## config.mk

```make
export PLATFORM = sky130hd
export DESIGN_NAME = smdc_counter
export DESIGN_NICKNAME = d
export VERILOG_FILES = /design/src/verilog/smdc_pkg.sv /design/src/verilog/smdc_counter.sv
export SDC_FILE = /design/constraint.sdc
export NUM_CORES = 1
export LEC_CHECK = 0
export BUFFER_PORTS_ARGS = -buffer_cell sky130_fd_sc_hd__buf_2
export CAP_MARGIN = 15
export CORE_MARGIN = 2
export CORE_UTILIZATION = 25
export DETAILED_ROUTE_END_ITERATION = 16
export MAX_ROUTING_LAYER = met4
export PLACE_DENSITY_LB_ADDON = 0.15
export SLEW_MARGIN = 20
export SYNTH_ARGS = -nofsm -noshare
export SYNTH_HDL_FRONTEND = slang
export SYNTH_SLANG_ARGS = --single-unit
```

## constraint.sdc

```tcl
create_clock -name core_clk_in -period 3.87 [get_ports core_clk_in]
set_input_delay 0.1935 -clock core_clk_in [delete_from_list [all_inputs] [get_ports core_clk_in]]
set_output_delay 0.1935 -clock core_clk_in [all_outputs]
set_load 0.005 [all_outputs]
```

## src/verilog/smdc_pkg.sv

```systemverilog
// Purpose: Shared constants and types for the six-mode down counter.
// Assumes: One 8-bit control word per write, one count channel per block.
// Notes:   Field layout of the control word is carried by smdc_ctrl_s.

// ********************************************************************
// Package
// ********************************************************************
package smdc_pkg;

  // Control word layout, msb first
  typedef struct packed {
    logic channel_select_hi;
    logic channel_select_lo;
    logic load_format_hi;
    logic load_format_lo;
    logic waveform_sel_2;
    logic waveform_sel_1;
    logic waveform_sel_0;
    logic bcd_count;
  } smdc_ctrl_s;

  // Read and load formats
  localparam logic [1:0] FMT_LATCH = 2'h0;
  localparam logic [1:0] FMT_LSB   = 2'h1;
  localparam logic [1:0] FMT_MSB   = 2'h2;
  localparam logic [1:0] FMT_BOTH  = 2'h3;

  // Waveform modes; rate and square ignore the top select bit
  localparam logic [2:0] MODE_TERM      = 3'h0;
  localparam logic [2:0] MODE_ONESHOT   = 3'h1;
  localparam logic [1:0] MODE_RATE_LO   = 2'h2;
  localparam logic [1:0] MODE_SQUARE_LO = 2'h3;
  localparam logic [2:0] MODE_SW_STROBE = 3'h4;
  localparam logic [2:0] MODE_HW_STROBE = 3'h5;

  // Reset values
  localparam logic [15:0] CNT_RST  = 16'h0000;
  localparam logic [2:0]  MODE_RST = 3'h0;
  localparam logic [1:0]  FMT_RST  = 2'h3;
  localparam logic [7:0]  RD_RST   = 8'h00;
  localparam logic        OUT_RST  = 1'b1;

  // Count values that trigger waveform events
  localparam logic [15:0] CNT_ONE = 16'h0001;
  localparam logic [15:0] CNT_TWO = 16'h0002;

  // Count readback bundle
  typedef struct packed {
    logic [7:0] data;
    logic       valid;
  } smdc_rd_s;

endpackage

```

## src/verilog/smdc_counter.sv

```systemverilog
// Purpose: One programmable 16-bit down-counter channel, six waveforms.
// Assumes: Host strobes are one core clock wide; count clock and gate
//          are asynchronous pins.
// Notes:   Count clock is sampled, so it must be well below core_clk/4.
//
// Function
// - Loaded zero counts as the largest count
// - Mode 0: low on control, count when loaded
// - Mode 0: high at terminal until reprogrammed
// - Mode 0: low gate pauses, high resumes
// - Mode 0 single byte: rewrite reloads next clock
// - Mode 0 two bytes: low byte halts count
// - One-shot: high on control, gate edge triggers
// - One-shot: low for count, high at terminal
// - One-shot: gate low never stops pulse
// - One-shot: new count waits, retrigger restarts
// - Modes 2-5 high on control; start rules
// - Rate: one-clock low pulse every n
// - Rate: new count after current pulse
// - Rate/square: low gate forces high, stops
// - Square: odd n high longer by one
// - Square: new count after next transition
// - Software strobe: one low pulse at terminal
// - Software strobe: gate restart from loaded count
// - Hardware strobe: gate triggered single strobe
// - Counts down; square mode by two
// - Latch command freezes readback value
// - Control word field layout
// - Read/load field encoding
// - Mode field encoding

`timescale 1ns/1ps

module smdc_counter
  import smdc_pkg::*;
#(
  parameter logic [1:0] CHANNEL_ID = 2'h0
) (
  // Clock and reset
  input  wire logic       core_clk_in,
  input  wire logic       rst_b_in,
  // Host strobes and data
  input  wire logic       wr_ctrl_in,
  input  wire logic       wr_count_in,
  input  wire logic       rd_count_in,
  input  wire logic [7:0] wr_data_in,
  // Channel pins
  input  wire logic       cnt_clk_in,
  input  wire logic       gate_in,
  // Results
  output logic            wave_out,
  output logic            counting_out,
  output logic [7:0]      rd_data_out,
  output logic            rd_valid_out
);

  // ******************************************************************
  // Declarations
  // ******************************************************************
  smdc_ctrl_s  cw;
  smdc_rd_s    rd_ff;
  logic [2:0]  mode_ff;
  logic [1:0]  fmt_ff;
  logic        bcd_ff;
  logic [15:0] count_ff;
  logic [15:0] nxt_count;
  logic [15:0] reload_ff;
  logic [15:0] latch_val_ff;
  logic [15:0] dec_v;
  logic [15:0] dec2_v;
  logic [15:0] rd_src;
  logic        out_ff;
  logic        nxt_out;
  logic        run_ff;
  logic        nxt_run;
  logic        new_ff;
  logic        take_new;
  logic        partial_ff;
  logic        have_cr_ff;
  logic        restart_ff;
  logic        nxt_restart;
  logic        latched_ff;
  logic        rd_ptr_ff;
  logic        rd_last;
  logic        load_done;
  logic        clk_s1_ff;
  logic        clk_s2_ff;
  logic        clk_s3_ff;
  logic        gate_s1_ff;
  logic        gate_s2_ff;
  logic        gate_q_ff;
  logic        tick;
  logic        gate_s;
  logic        gate_rise;
  logic        ctrl_hit;
  logic        latch_hit;
  logic        m0;
  logic        m1;
  logic        m2;
  logic        m3;
  logic        m4;
  logic        m5;

  // ******************************************************************
  // Decrement helper
  // ******************************************************************
  // One step down, binary or four BCD decades; zero wraps to maximum
  function automatic logic [15:0] dec1(input logic [15:0] v,
                                       input logic bcd);
    logic [15:0] r;
    logic        borrow;
    r      = v - 16'h0001;
    borrow = 1'b1;
    if (bcd) begin
      r = v;
      for (int i = 0; i < 4; i++) begin
        if (borrow) begin
          if (v[4*i +: 4] == 4'h0) begin
            r[4*i +: 4] = 4'h9;
          end else begin
            r[4*i +: 4] = v[4*i +: 4] - 4'h1;
            borrow      = 1'b0;
          end
        end
      end
    end
    return r;
  endfunction

  // ******************************************************************
  // Pin synchronisers
  // ******************************************************************
  // Two flops per pin; the third clock flop only feeds the edge finder
  always_ff @(posedge core_clk_in or negedge rst_b_in) begin
    if (!rst_b_in) begin
      clk_s1_ff  <= 1'b0;
      clk_s2_ff  <= 1'b0;
      clk_s3_ff  <= 1'b0;
      gate_s1_ff <= 1'b0;
      gate_s2_ff <= 1'b0;
    end else begin
      clk_s1_ff  <= cnt_clk_in;
      clk_s2_ff  <= clk_s1_ff;
      clk_s3_ff  <= clk_s2_ff;
      gate_s1_ff <= gate_in;
      gate_s2_ff <= gate_s1_ff;
    end
  end

  // Gate level as seen at the last count clock edge
  always_ff @(posedge core_clk_in or negedge rst_b_in) begin
    if (!rst_b_in) begin
      gate_q_ff <= 1'b0;
    end else if (tick) begin
      gate_q_ff <= gate_s;
    end
  end

  // Count tick and gate trigger, both on the count clock
  assign tick      = clk_s2_ff & ~clk_s3_ff;
  assign gate_s    = gate_s2_ff;
  assign gate_rise = tick & gate_s & ~gate_q_ff;

  // ******************************************************************
  // Control word decode
  // ******************************************************************
  // Illegal select 2'h3 never matches a channel id of 0..2
  assign cw        = smdc_ctrl_s'(wr_data_in);
  assign ctrl_hit  = wr_ctrl_in &
                     ({cw.channel_select_hi, cw.channel_select_lo}
                      == CHANNEL_ID) &
                     ({cw.load_format_hi, cw.load_format_lo}
                      != FMT_LATCH);
  assign latch_hit = wr_ctrl_in &
                     ({cw.channel_select_hi, cw.channel_select_lo}
                      == CHANNEL_ID) &
                     ({cw.load_format_hi, cw.load_format_lo}
                      == FMT_LATCH);

  // Mode decode; rate and square ignore the top bit
  assign m0 = (mode_ff == MODE_TERM);
  assign m1 = (mode_ff == MODE_ONESHOT);
  assign m2 = (mode_ff[1:0] == MODE_RATE_LO);
  assign m3 = (mode_ff[1:0] == MODE_SQUARE_LO);
  assign m4 = (mode_ff == MODE_SW_STROBE);
  assign m5 = (mode_ff == MODE_HW_STROBE);

  // Mode registers
  always_ff @(posedge core_clk_in or negedge rst_b_in) begin
    if (!rst_b_in) begin
      mode_ff <= MODE_RST;
      fmt_ff  <= FMT_RST;
      bcd_ff  <= 1'b0;
    end else if (ctrl_hit) begin
      mode_ff <= {cw.waveform_sel_2, cw.waveform_sel_1,
                  cw.waveform_sel_0};
      fmt_ff  <= {cw.load_format_hi, cw.load_format_lo};
      bcd_ff  <= cw.bcd_count;
    end
  end

  // ******************************************************************
  // Count value loading
  // ******************************************************************
  // Low byte of a two-byte load marks partial until the high byte
  always_ff @(posedge core_clk_in or negedge rst_b_in) begin
    if (!rst_b_in) begin
      reload_ff  <= CNT_RST;
      partial_ff <= 1'b0;
      have_cr_ff <= 1'b0;
    end else if (ctrl_hit) begin
      partial_ff <= 1'b0;
      have_cr_ff <= 1'b0;
    end else if (wr_count_in) begin
      case (fmt_ff)
        FMT_LSB: begin
          reload_ff <= {8'h00, wr_data_in};
        end
        FMT_MSB: begin
          reload_ff <= {wr_data_in, 8'h00};
        end
        FMT_BOTH: begin
          if (!partial_ff) begin
            reload_ff[7:0] <= wr_data_in;
          end else begin
            reload_ff[15:8] <= wr_data_in;
          end
          partial_ff <= ~partial_ff;
        end
        default: begin
          reload_ff <= reload_ff;
        end
      endcase
      if (load_done) begin
        have_cr_ff <= 1'b1;
      end
    end
  end

  // A complete count is waiting; a new arrival beats its consumption
  assign load_done = wr_count_in & (fmt_ff != FMT_LATCH) &
                     ((fmt_ff != FMT_BOTH) | partial_ff);

  always_ff @(posedge core_clk_in or negedge rst_b_in) begin
    if (!rst_b_in) begin
      new_ff <= 1'b0;
    end else if (ctrl_hit) begin
      new_ff <= 1'b0;
    end else if (load_done) begin
      new_ff <= 1'b1;
    end else if (take_new) begin
      new_ff <= 1'b0;
    end
  end

  // ******************************************************************
  // Waveform engine
  // ******************************************************************
  assign dec_v  = dec1(count_ff, bcd_ff);
  assign dec2_v = dec1(dec_v, bcd_ff);

  // Next count, output and run state at each count tick
  always_comb begin
    nxt_count   = count_ff;
    nxt_out     = out_ff;
    nxt_run     = run_ff;
    nxt_restart = restart_ff;
    take_new    = 1'b0;
    if (tick) begin
      if ((m4 | m5) & ~out_ff) begin
        nxt_out = 1'b1;
      end
      if (m0 | m4) begin
        if (new_ff & ~partial_ff) begin
          nxt_count   = reload_ff;
          nxt_run     = 1'b1;
          nxt_restart = 1'b0;
          take_new    = 1'b1;
        end else if (run_ff & ~partial_ff) begin
          if (!gate_s) begin
            nxt_restart = m4;
          end else if (restart_ff) begin
            nxt_count   = reload_ff;
            nxt_restart = 1'b0;
          end else begin
            nxt_count = dec_v;
            if (count_ff == CNT_ONE) begin
              if (m0) begin
                nxt_out = 1'b1;
              end else begin
                nxt_out = 1'b0;
                nxt_run = 1'b0;
              end
            end
          end
        end
      end else if (m1 | m5) begin
        if (gate_rise & have_cr_ff) begin
          nxt_count = reload_ff;
          nxt_run   = 1'b1;
          take_new  = new_ff;
          nxt_out   = ~m1;
        end else if (run_ff) begin
          nxt_count = dec_v;
          if (count_ff == CNT_ONE) begin
            nxt_run = 1'b0;
            nxt_out = m1;
          end
        end
      end else if (m2 | m3) begin
        if (!gate_s) begin
          nxt_out = 1'b1;
          nxt_run = 1'b0;
        end else if (have_cr_ff & ((new_ff & ~run_ff) | gate_rise)) begin
          nxt_count = reload_ff;
          nxt_run   = 1'b1;
          nxt_out   = 1'b1;
          take_new  = new_ff;
        end else if (run_ff & m2) begin
          nxt_count = dec_v;
          if (count_ff == CNT_TWO) begin
            nxt_out = 1'b0;
          end else if (count_ff == CNT_ONE) begin
            nxt_count = reload_ff;
            nxt_out   = 1'b1;
            take_new  = new_ff;
          end
        end else if (run_ff) begin
          nxt_count = dec2_v;
          if ((count_ff == CNT_TWO) | (count_ff == CNT_ONE)) begin
            nxt_out  = ~out_ff;
            take_new = new_ff;
            // Odd count: the low half is one clock shorter
            nxt_count = (out_ff & reload_ff[0]) ?
                        dec1(reload_ff, bcd_ff) : reload_ff;
          end
        end
      end
    end
  end

  // Counter state; a control word re-initialises the channel
  always_ff @(posedge core_clk_in or negedge rst_b_in) begin
    if (!rst_b_in) begin
      count_ff   <= CNT_RST;
      out_ff     <= OUT_RST;
      run_ff     <= 1'b0;
      restart_ff <= 1'b0;
    end else if (ctrl_hit) begin
      count_ff   <= CNT_RST;
      out_ff     <= ({cw.waveform_sel_2, cw.waveform_sel_1,
                      cw.waveform_sel_0} != MODE_TERM);
      run_ff     <= 1'b0;
      restart_ff <= 1'b0;
    end else begin
      count_ff   <= nxt_count;
      out_ff     <= nxt_out;
      run_ff     <= nxt_run;
      restart_ff <= nxt_restart;
    end
  end

  // ******************************************************************
  // Readback
  // ******************************************************************
  // Direct reads of a running count may tear; host halts first
  assign rd_src  = latched_ff ? latch_val_ff : count_ff;
  assign rd_last = (fmt_ff != FMT_BOTH) | rd_ptr_ff;

  // Latch holds until fully read; a repeat latch meanwhile is ignored
  always_ff @(posedge core_clk_in or negedge rst_b_in) begin
    if (!rst_b_in) begin
      latch_val_ff <= CNT_RST;
      latched_ff   <= 1'b0;
      rd_ptr_ff    <= 1'b0;
    end else if (ctrl_hit) begin
      latched_ff <= 1'b0;
      rd_ptr_ff  <= 1'b0;
    end else begin
      if (latch_hit & (~latched_ff | (rd_count_in & rd_last))) begin
        latch_val_ff <= count_ff;
        latched_ff   <= 1'b1;
      end else if (rd_count_in & rd_last) begin
        latched_ff <= 1'b0;
      end
      if (rd_count_in & (fmt_ff == FMT_BOTH)) begin
        rd_ptr_ff <= ~rd_ptr_ff;
      end
    end
  end

  // Read data register, one cycle after the strobe
  always_ff @(posedge core_clk_in or negedge rst_b_in) begin
    if (!rst_b_in) begin
      rd_ff <= '{data: RD_RST, valid: 1'b0};
    end else begin
      rd_ff.valid <= rd_count_in;
      if (rd_count_in) begin
        rd_ff.data <= ((fmt_ff == FMT_MSB) | rd_ptr_ff) ?
                      rd_src[15:8] : rd_src[7:0];
      end
    end
  end

  assign wave_out     = out_ff;
  assign counting_out = run_ff;
  assign rd_data_out  = rd_ff.data;
  assign rd_valid_out = rd_ff.valid;
endmodule

```

-- Word level (Yosys, flattened, before mapping)
Index checks and enable logic that the tools add are counted.
- flip-flop bits (word level): 77
- bits in latches: 0
- RAM bits: 0
- memory bits (read-only): 0
- input port bits: 15
- output and inout bits: 11
- word-level logic and storage cells: 305
- memories: 0
- $add $sub $neg: 15
- multiply operators: 0
- div/mod/pow operators: 0
- magnitude comparators: 0
- equal/unequal tests: 20
- shifts and indexed selects: 0
- mux-type cells: 170
- bitwise logic cells: 38
- reductions and logical operators: 39
- operators by type and width (operator ; count):
    2-to-1 mux 16 bit ; 23
    2-to-1 mux 1 bit ; 122
    2-to-1 mux 4 bit ; 21
    zero test 4 bit ; 12
    one-hot mux 16 bit (3 select lines) ; 1
    subtractor 16 x 1 -> 16 bit, second input constant ; 3
    subtractor 4 x 1 -> 4 bit, second input constant ; 12
    2-to-1 mux 8 bit ; 3
    AND 1 bit ; 19
    equality test 16 x 1 -> 1 bit, second input constant ; 1
    equality test 16 x 2 -> 1 bit, second input constant ; 1
    nonzero test 2 bit ; 8
    nonzero test 3 bit ; 5
    inequality test 4 x 3 -> 1 bit, second input constant ; 3
    OR 1 bit ; 10
    NOT 1 bit ; 9
    equality test 2 bit, second input constant ; 4
    inequality test 4 x 2 -> 1 bit, second input constant ; 2
    AND reduction 4 bit ; 2
    AND reduction 8 bit ; 1
    nonzero test 4 bit ; 2
    AND reduction 7 bit ; 1
    equality test 3 bit, second input constant ; 2
    inequality test 2 bit, second input constant ; 3
    9 further kinds ; 12

-- Depth between registers and ports, before layout
- word-level depth: 47
- mapped depth: 13
- gate-level depth less buffers: 10

-- Worst setup path after synthesis
No wires, ideal clock.
- path type: reg2reg
- from: reg count_ff[0]
- to: reg count_ff[14]
- data arrival time: 3.110 ns
- path slack: 0.630 ns
- stages on the path, launching flop included: 13
- path buffers: 2
- clock period less this slack: 3.240 ns
- path through: dfrtp_1 > clkbuf_1 > inv_1 > ha_1 > nand2b_1 > clkbuf_1 > nor4_1 > a211oi_2 > nor4b_2 > a21boi_1 > a21oi_1 > a311oi_1 > o41ai_1
- word-level cells in the longest chain between the ends: 23
- elaborated cells on any way between the ends: 52
- those cells by class: add/sub: 4; eq/ne: 2; mux: 40; bitwise: 1; reduce/logical: 5
- ends and longest elaborated chain (what ; line ; source):
    start: declaration ; smdc_counter.sv:65 ; logic [15:0] count_ff;
    start signal: assignment ; smdc_counter.sv:356 ; count_ff <= nxt_count;
    parallel branches: the longest is 20 deep, another holds subtractor 16 x 1 -> 16 bit ; -- ;
    2-to-1 mux 16 bit (*) ; smdc_counter.sv:273 ; if (m0 | m4) begin
    2-to-1 mux 16 bit (*) ; smdc_counter.sv:269 ; if (tick) begin
    2-to-1 mux 16 bit (*) ; smdc_counter.sv:349 ; end else if (ctrl_hit) begin
Mark *: on every way between the ends. The select of a mux whose other input is x is not followed.
A chain may end at the register's enable or synchronous reset.

-- Worst setup path after layout
- from: reg count_ff[5]
- to: reg count_ff[9]
- word-level cells in the longest chain between the ends: 20
- elaborated cells on any way between the ends: 41
- those cells by class: add/sub: 4; eq/ne: 2; mux: 31; bitwise: 1; reduce/logical: 3
- ends and longest elaborated chain (what ; line):
    parallel branches: the longest is 17 deep, another holds subtractor 16 x 1 -> 16 bit ; --
    2-to-1 mux 16 bit (*) ; smdc_counter.sv:273
    2-to-1 mux 16 bit (*) ; smdc_counter.sv:269
    2-to-1 mux 16 bit (*) ; smdc_counter.sv:349
Marked as above.

==> metrics.txt <==
chip height 164 um; sequential fraction of the synthesis area 30.1%; WP data required 4.15 ns; via count 6541; final wirelength 26100 um; power consumption 5.98 mW; Post-DP HPWL 19700 um; Max stage delay cell, worst path or4_4; CTS tree yes; kind of critical path reg2reg; Syn-to-layout area delta 15.8%; H-Tree Depth 3; Max Cap Violations 0; Synth Cell Area 6410 um^2; CTS clock-pin slew for the worst setup and hold paths 0.07 ns; Crit path largest cell delay 0.63 ns; relative slew slack 30.6%; Reg area 1930 um^2; Synth cell types 80; share of synthesized registers carrying an async set or reset 100%; Ys Warns 0; min-delay worst type in2reg; critical path buffer and inverter count 0; CTS max path bufs 2; I/O pins 26; initial core utilization 25.5%; GR Util All Layers 20.4%; commonest non-fill, non-tap cell in the layout nand2_1; kind of end point of the critical path register; Final GP Congestion 0.939; RSZ-0062 raised after global routing false; vias in the first global route 6386; number of inserted diodes 0; Std-Cell Rows 58; crit path launch count_ff[5]$_DFFE_PN0P_; Resized Gates After CTS 0; nets 849; critical-path maximum fanout 10; PD cells 806 nW/um^2; Core Area 25200 um^2; PnR worst setup slack 0.418 ns; most frequent cells in the layout nand2_1 (120), dfrtp_1 (74), nor2_1 (63); 1st-iter DRT viols 595; Critical R2R Launch count_ff[5]$_DFFE_PN0P_; CP top delay family compound AO/OA/AOI/OAI gates; Final min period 3.45 ns; Post-Synthesis Cells 792; die area 26900 um^2; status finished, final reports clean; Num CTS Buffers 9; Slew Limit Fails 0; initial antenna violation count 0; Die X 164 um; Hold Fails Final Rpt 0; port bufs 25; main flop type after synthesis dfrtp_1; Final setup viols 0; Pre-Repair DR Iteration Count 6; clk_skew 0.00901 ns; worst slew pin tran 1.03 ns; multi-input logic area 4170 um^2; Syn Nets 815; P_leak 2.92 nW; first-pass GRT wire length 40400 um; number of synthesized flops with an enable pin 0; GRT overflow 0; drt wl/cell 22.5 um; Worst-Skew Late Latency 0.35 ns; DRC viols 0; fin crit share 89.2%; clock root cell clkbuf_16; CP most frequent cell or4_4; Worst Min Path Start wr_data_in[5]; Final Util 29.5%; fill count 2733; Worst setup SP type register; Max VDD drop 0.000246 V; Data arrival, critical path 3.73 ns; Post-DP Area 7110 um^2; Final ANT Viol Nets 0; Via density 5.63; crit-path cells or4_4, or4_4, o31a_1, nand2_8, a21boi_1, a2111oi_0, o31ai_1, o21ai_1; mean post-synth cell area 8.10 um^2; clk sinks 77; share of cells above drive strength 1 18.7%; #FFs+latches synth 77; Setup WS pre-CTS 0.560 ns; Max Freq 290 MHz; Non-Filler Cell Area, Final 7420 um^2; largest net degree at the start of global routing 53; Fin Setup TNS 0 ns
## Yosys cell counts (all sizes together), types with 9 or more instances
master  count  area share (%)
nand2     121             7.3
dfrtp      74              29
o21ai      68             5.3
nor2       63             3.7
clkbuf     52             3.0
a21oi      41             3.2
mux2       25             4.4
nand3      25             2.0
nor3       16             1.3
inv        14            0.82
nor4       13             1.5
xnor2      13             1.8
a211oi     12             1.6
mux2i      12             1.9
o211ai     12             1.4
o22ai      12             1.2
a31oi      10            0.98
nand4      10            0.98
nor2b      10            0.98
xor2       10             1.5
buf         9             1.0
## repair_timing
action | in CTS | in global routing
endpoints found under the hold margin | 50 | 0
buffers inserted | 0 | 0
hold buffers | 3 | 0
## sequential cells by signal, summed over array words and instances, names as in the netlist, 2 cells and up
name / cells
reload_ff: 16
mode_ff: 3
latch_val_ff: 16
rd_data_out: 8
fmt_ff: 2
count_ff: 16
## layout make-up
cell class,instances,area share [%]
Clock buffer,9,3.03
Tap cell,330,5.56
Sequential cell,77,26.0
Timing Repair Buffer,84,7.79
Clock inverter,7,0.742
Inverter,14,0.708
Multi-Input combinational cell,640,56.2
## through the flow
step | cells | hold WS [ns]
2_1_floorplan | 792 | -0.102
4_1_cts | 1161 | 0.0963
3_5_place_dp | 1142 | 0.303
3_3_place_gp | 1142 | 0.305
5_1_grt | 1161 | 0.109
6_report | 1161 | 0.108
## routing by layer
layer / vias to the layer above / global-route usage (%) / part of all wire [%]
met5: - / - / 0
met4: 0 / 6.98 / 3.0
met3: 43 / 2.90 / 5.3
met2: 244 / 30.1 / 44
met1: 3204 / 28.6 / 47
li1: 3050 / - / -
## cells by family after synthesis
kind of cell / after synthesis / share of synthesized area (%)
AOI/OAI and AO/OA: 250 / 26.7
xor gates and xnor gates: 23 / 3.26
DFF: 77 / 30.1
buffers and inverters: 75 / 4.88
adders and majority gates: 8 / 1.56
and+or+nand+nor: 314 / 24.5
muxes: 45 / 9.07
## worst register-to-register path: stages, from the launching register on
cell and delay, ns:
dfrtp_1 0.47, or4_4 0.61, or4_4 0.63, o31a_1 0.47, nand2_8 0.19, a21boi_1 0.08, a2111oi_0 0.63, o31ai_1 0.17
o21ai_1 0.14
## where the power goes
| group | internal (mW) | switching [mW] | total [mW] |
|---|---|---|---|
| logic | 1.41 | 2.18 | 3.59 |
| registers | 1.10 | 0.447 | 1.55 |
| clock network | 0.444 | 0.401 | 0.844 |
## worst paths after layout
| check | end | depth (start not counted) | slack, ns |
|---|---|---|---|
| setup / recovery | count_ff[9]$_DFFE_PN0P_ | 8 | 0.42 |
| hold / removal | fmt_ff[1]$_DFFE_PN1P_ | 3 | 0.11 |
| setup reg to reg | count_ff[9]$_DFFE_PN0P_ | 8 | 0.42 |
| hold reg to reg | clk_s2_ff$_DFF_PN0_ | 0 | 0.35 |
| max in group asynchronous | rd_data_out[1]$_DFFE_PN0P_ | 3 | 2.54 |
| min in group asynchronous | clk_s1_ff$_DFF_PN0_ | 2 | 0.44 |
Note: power is estimated with default switching activity, not from simulation.
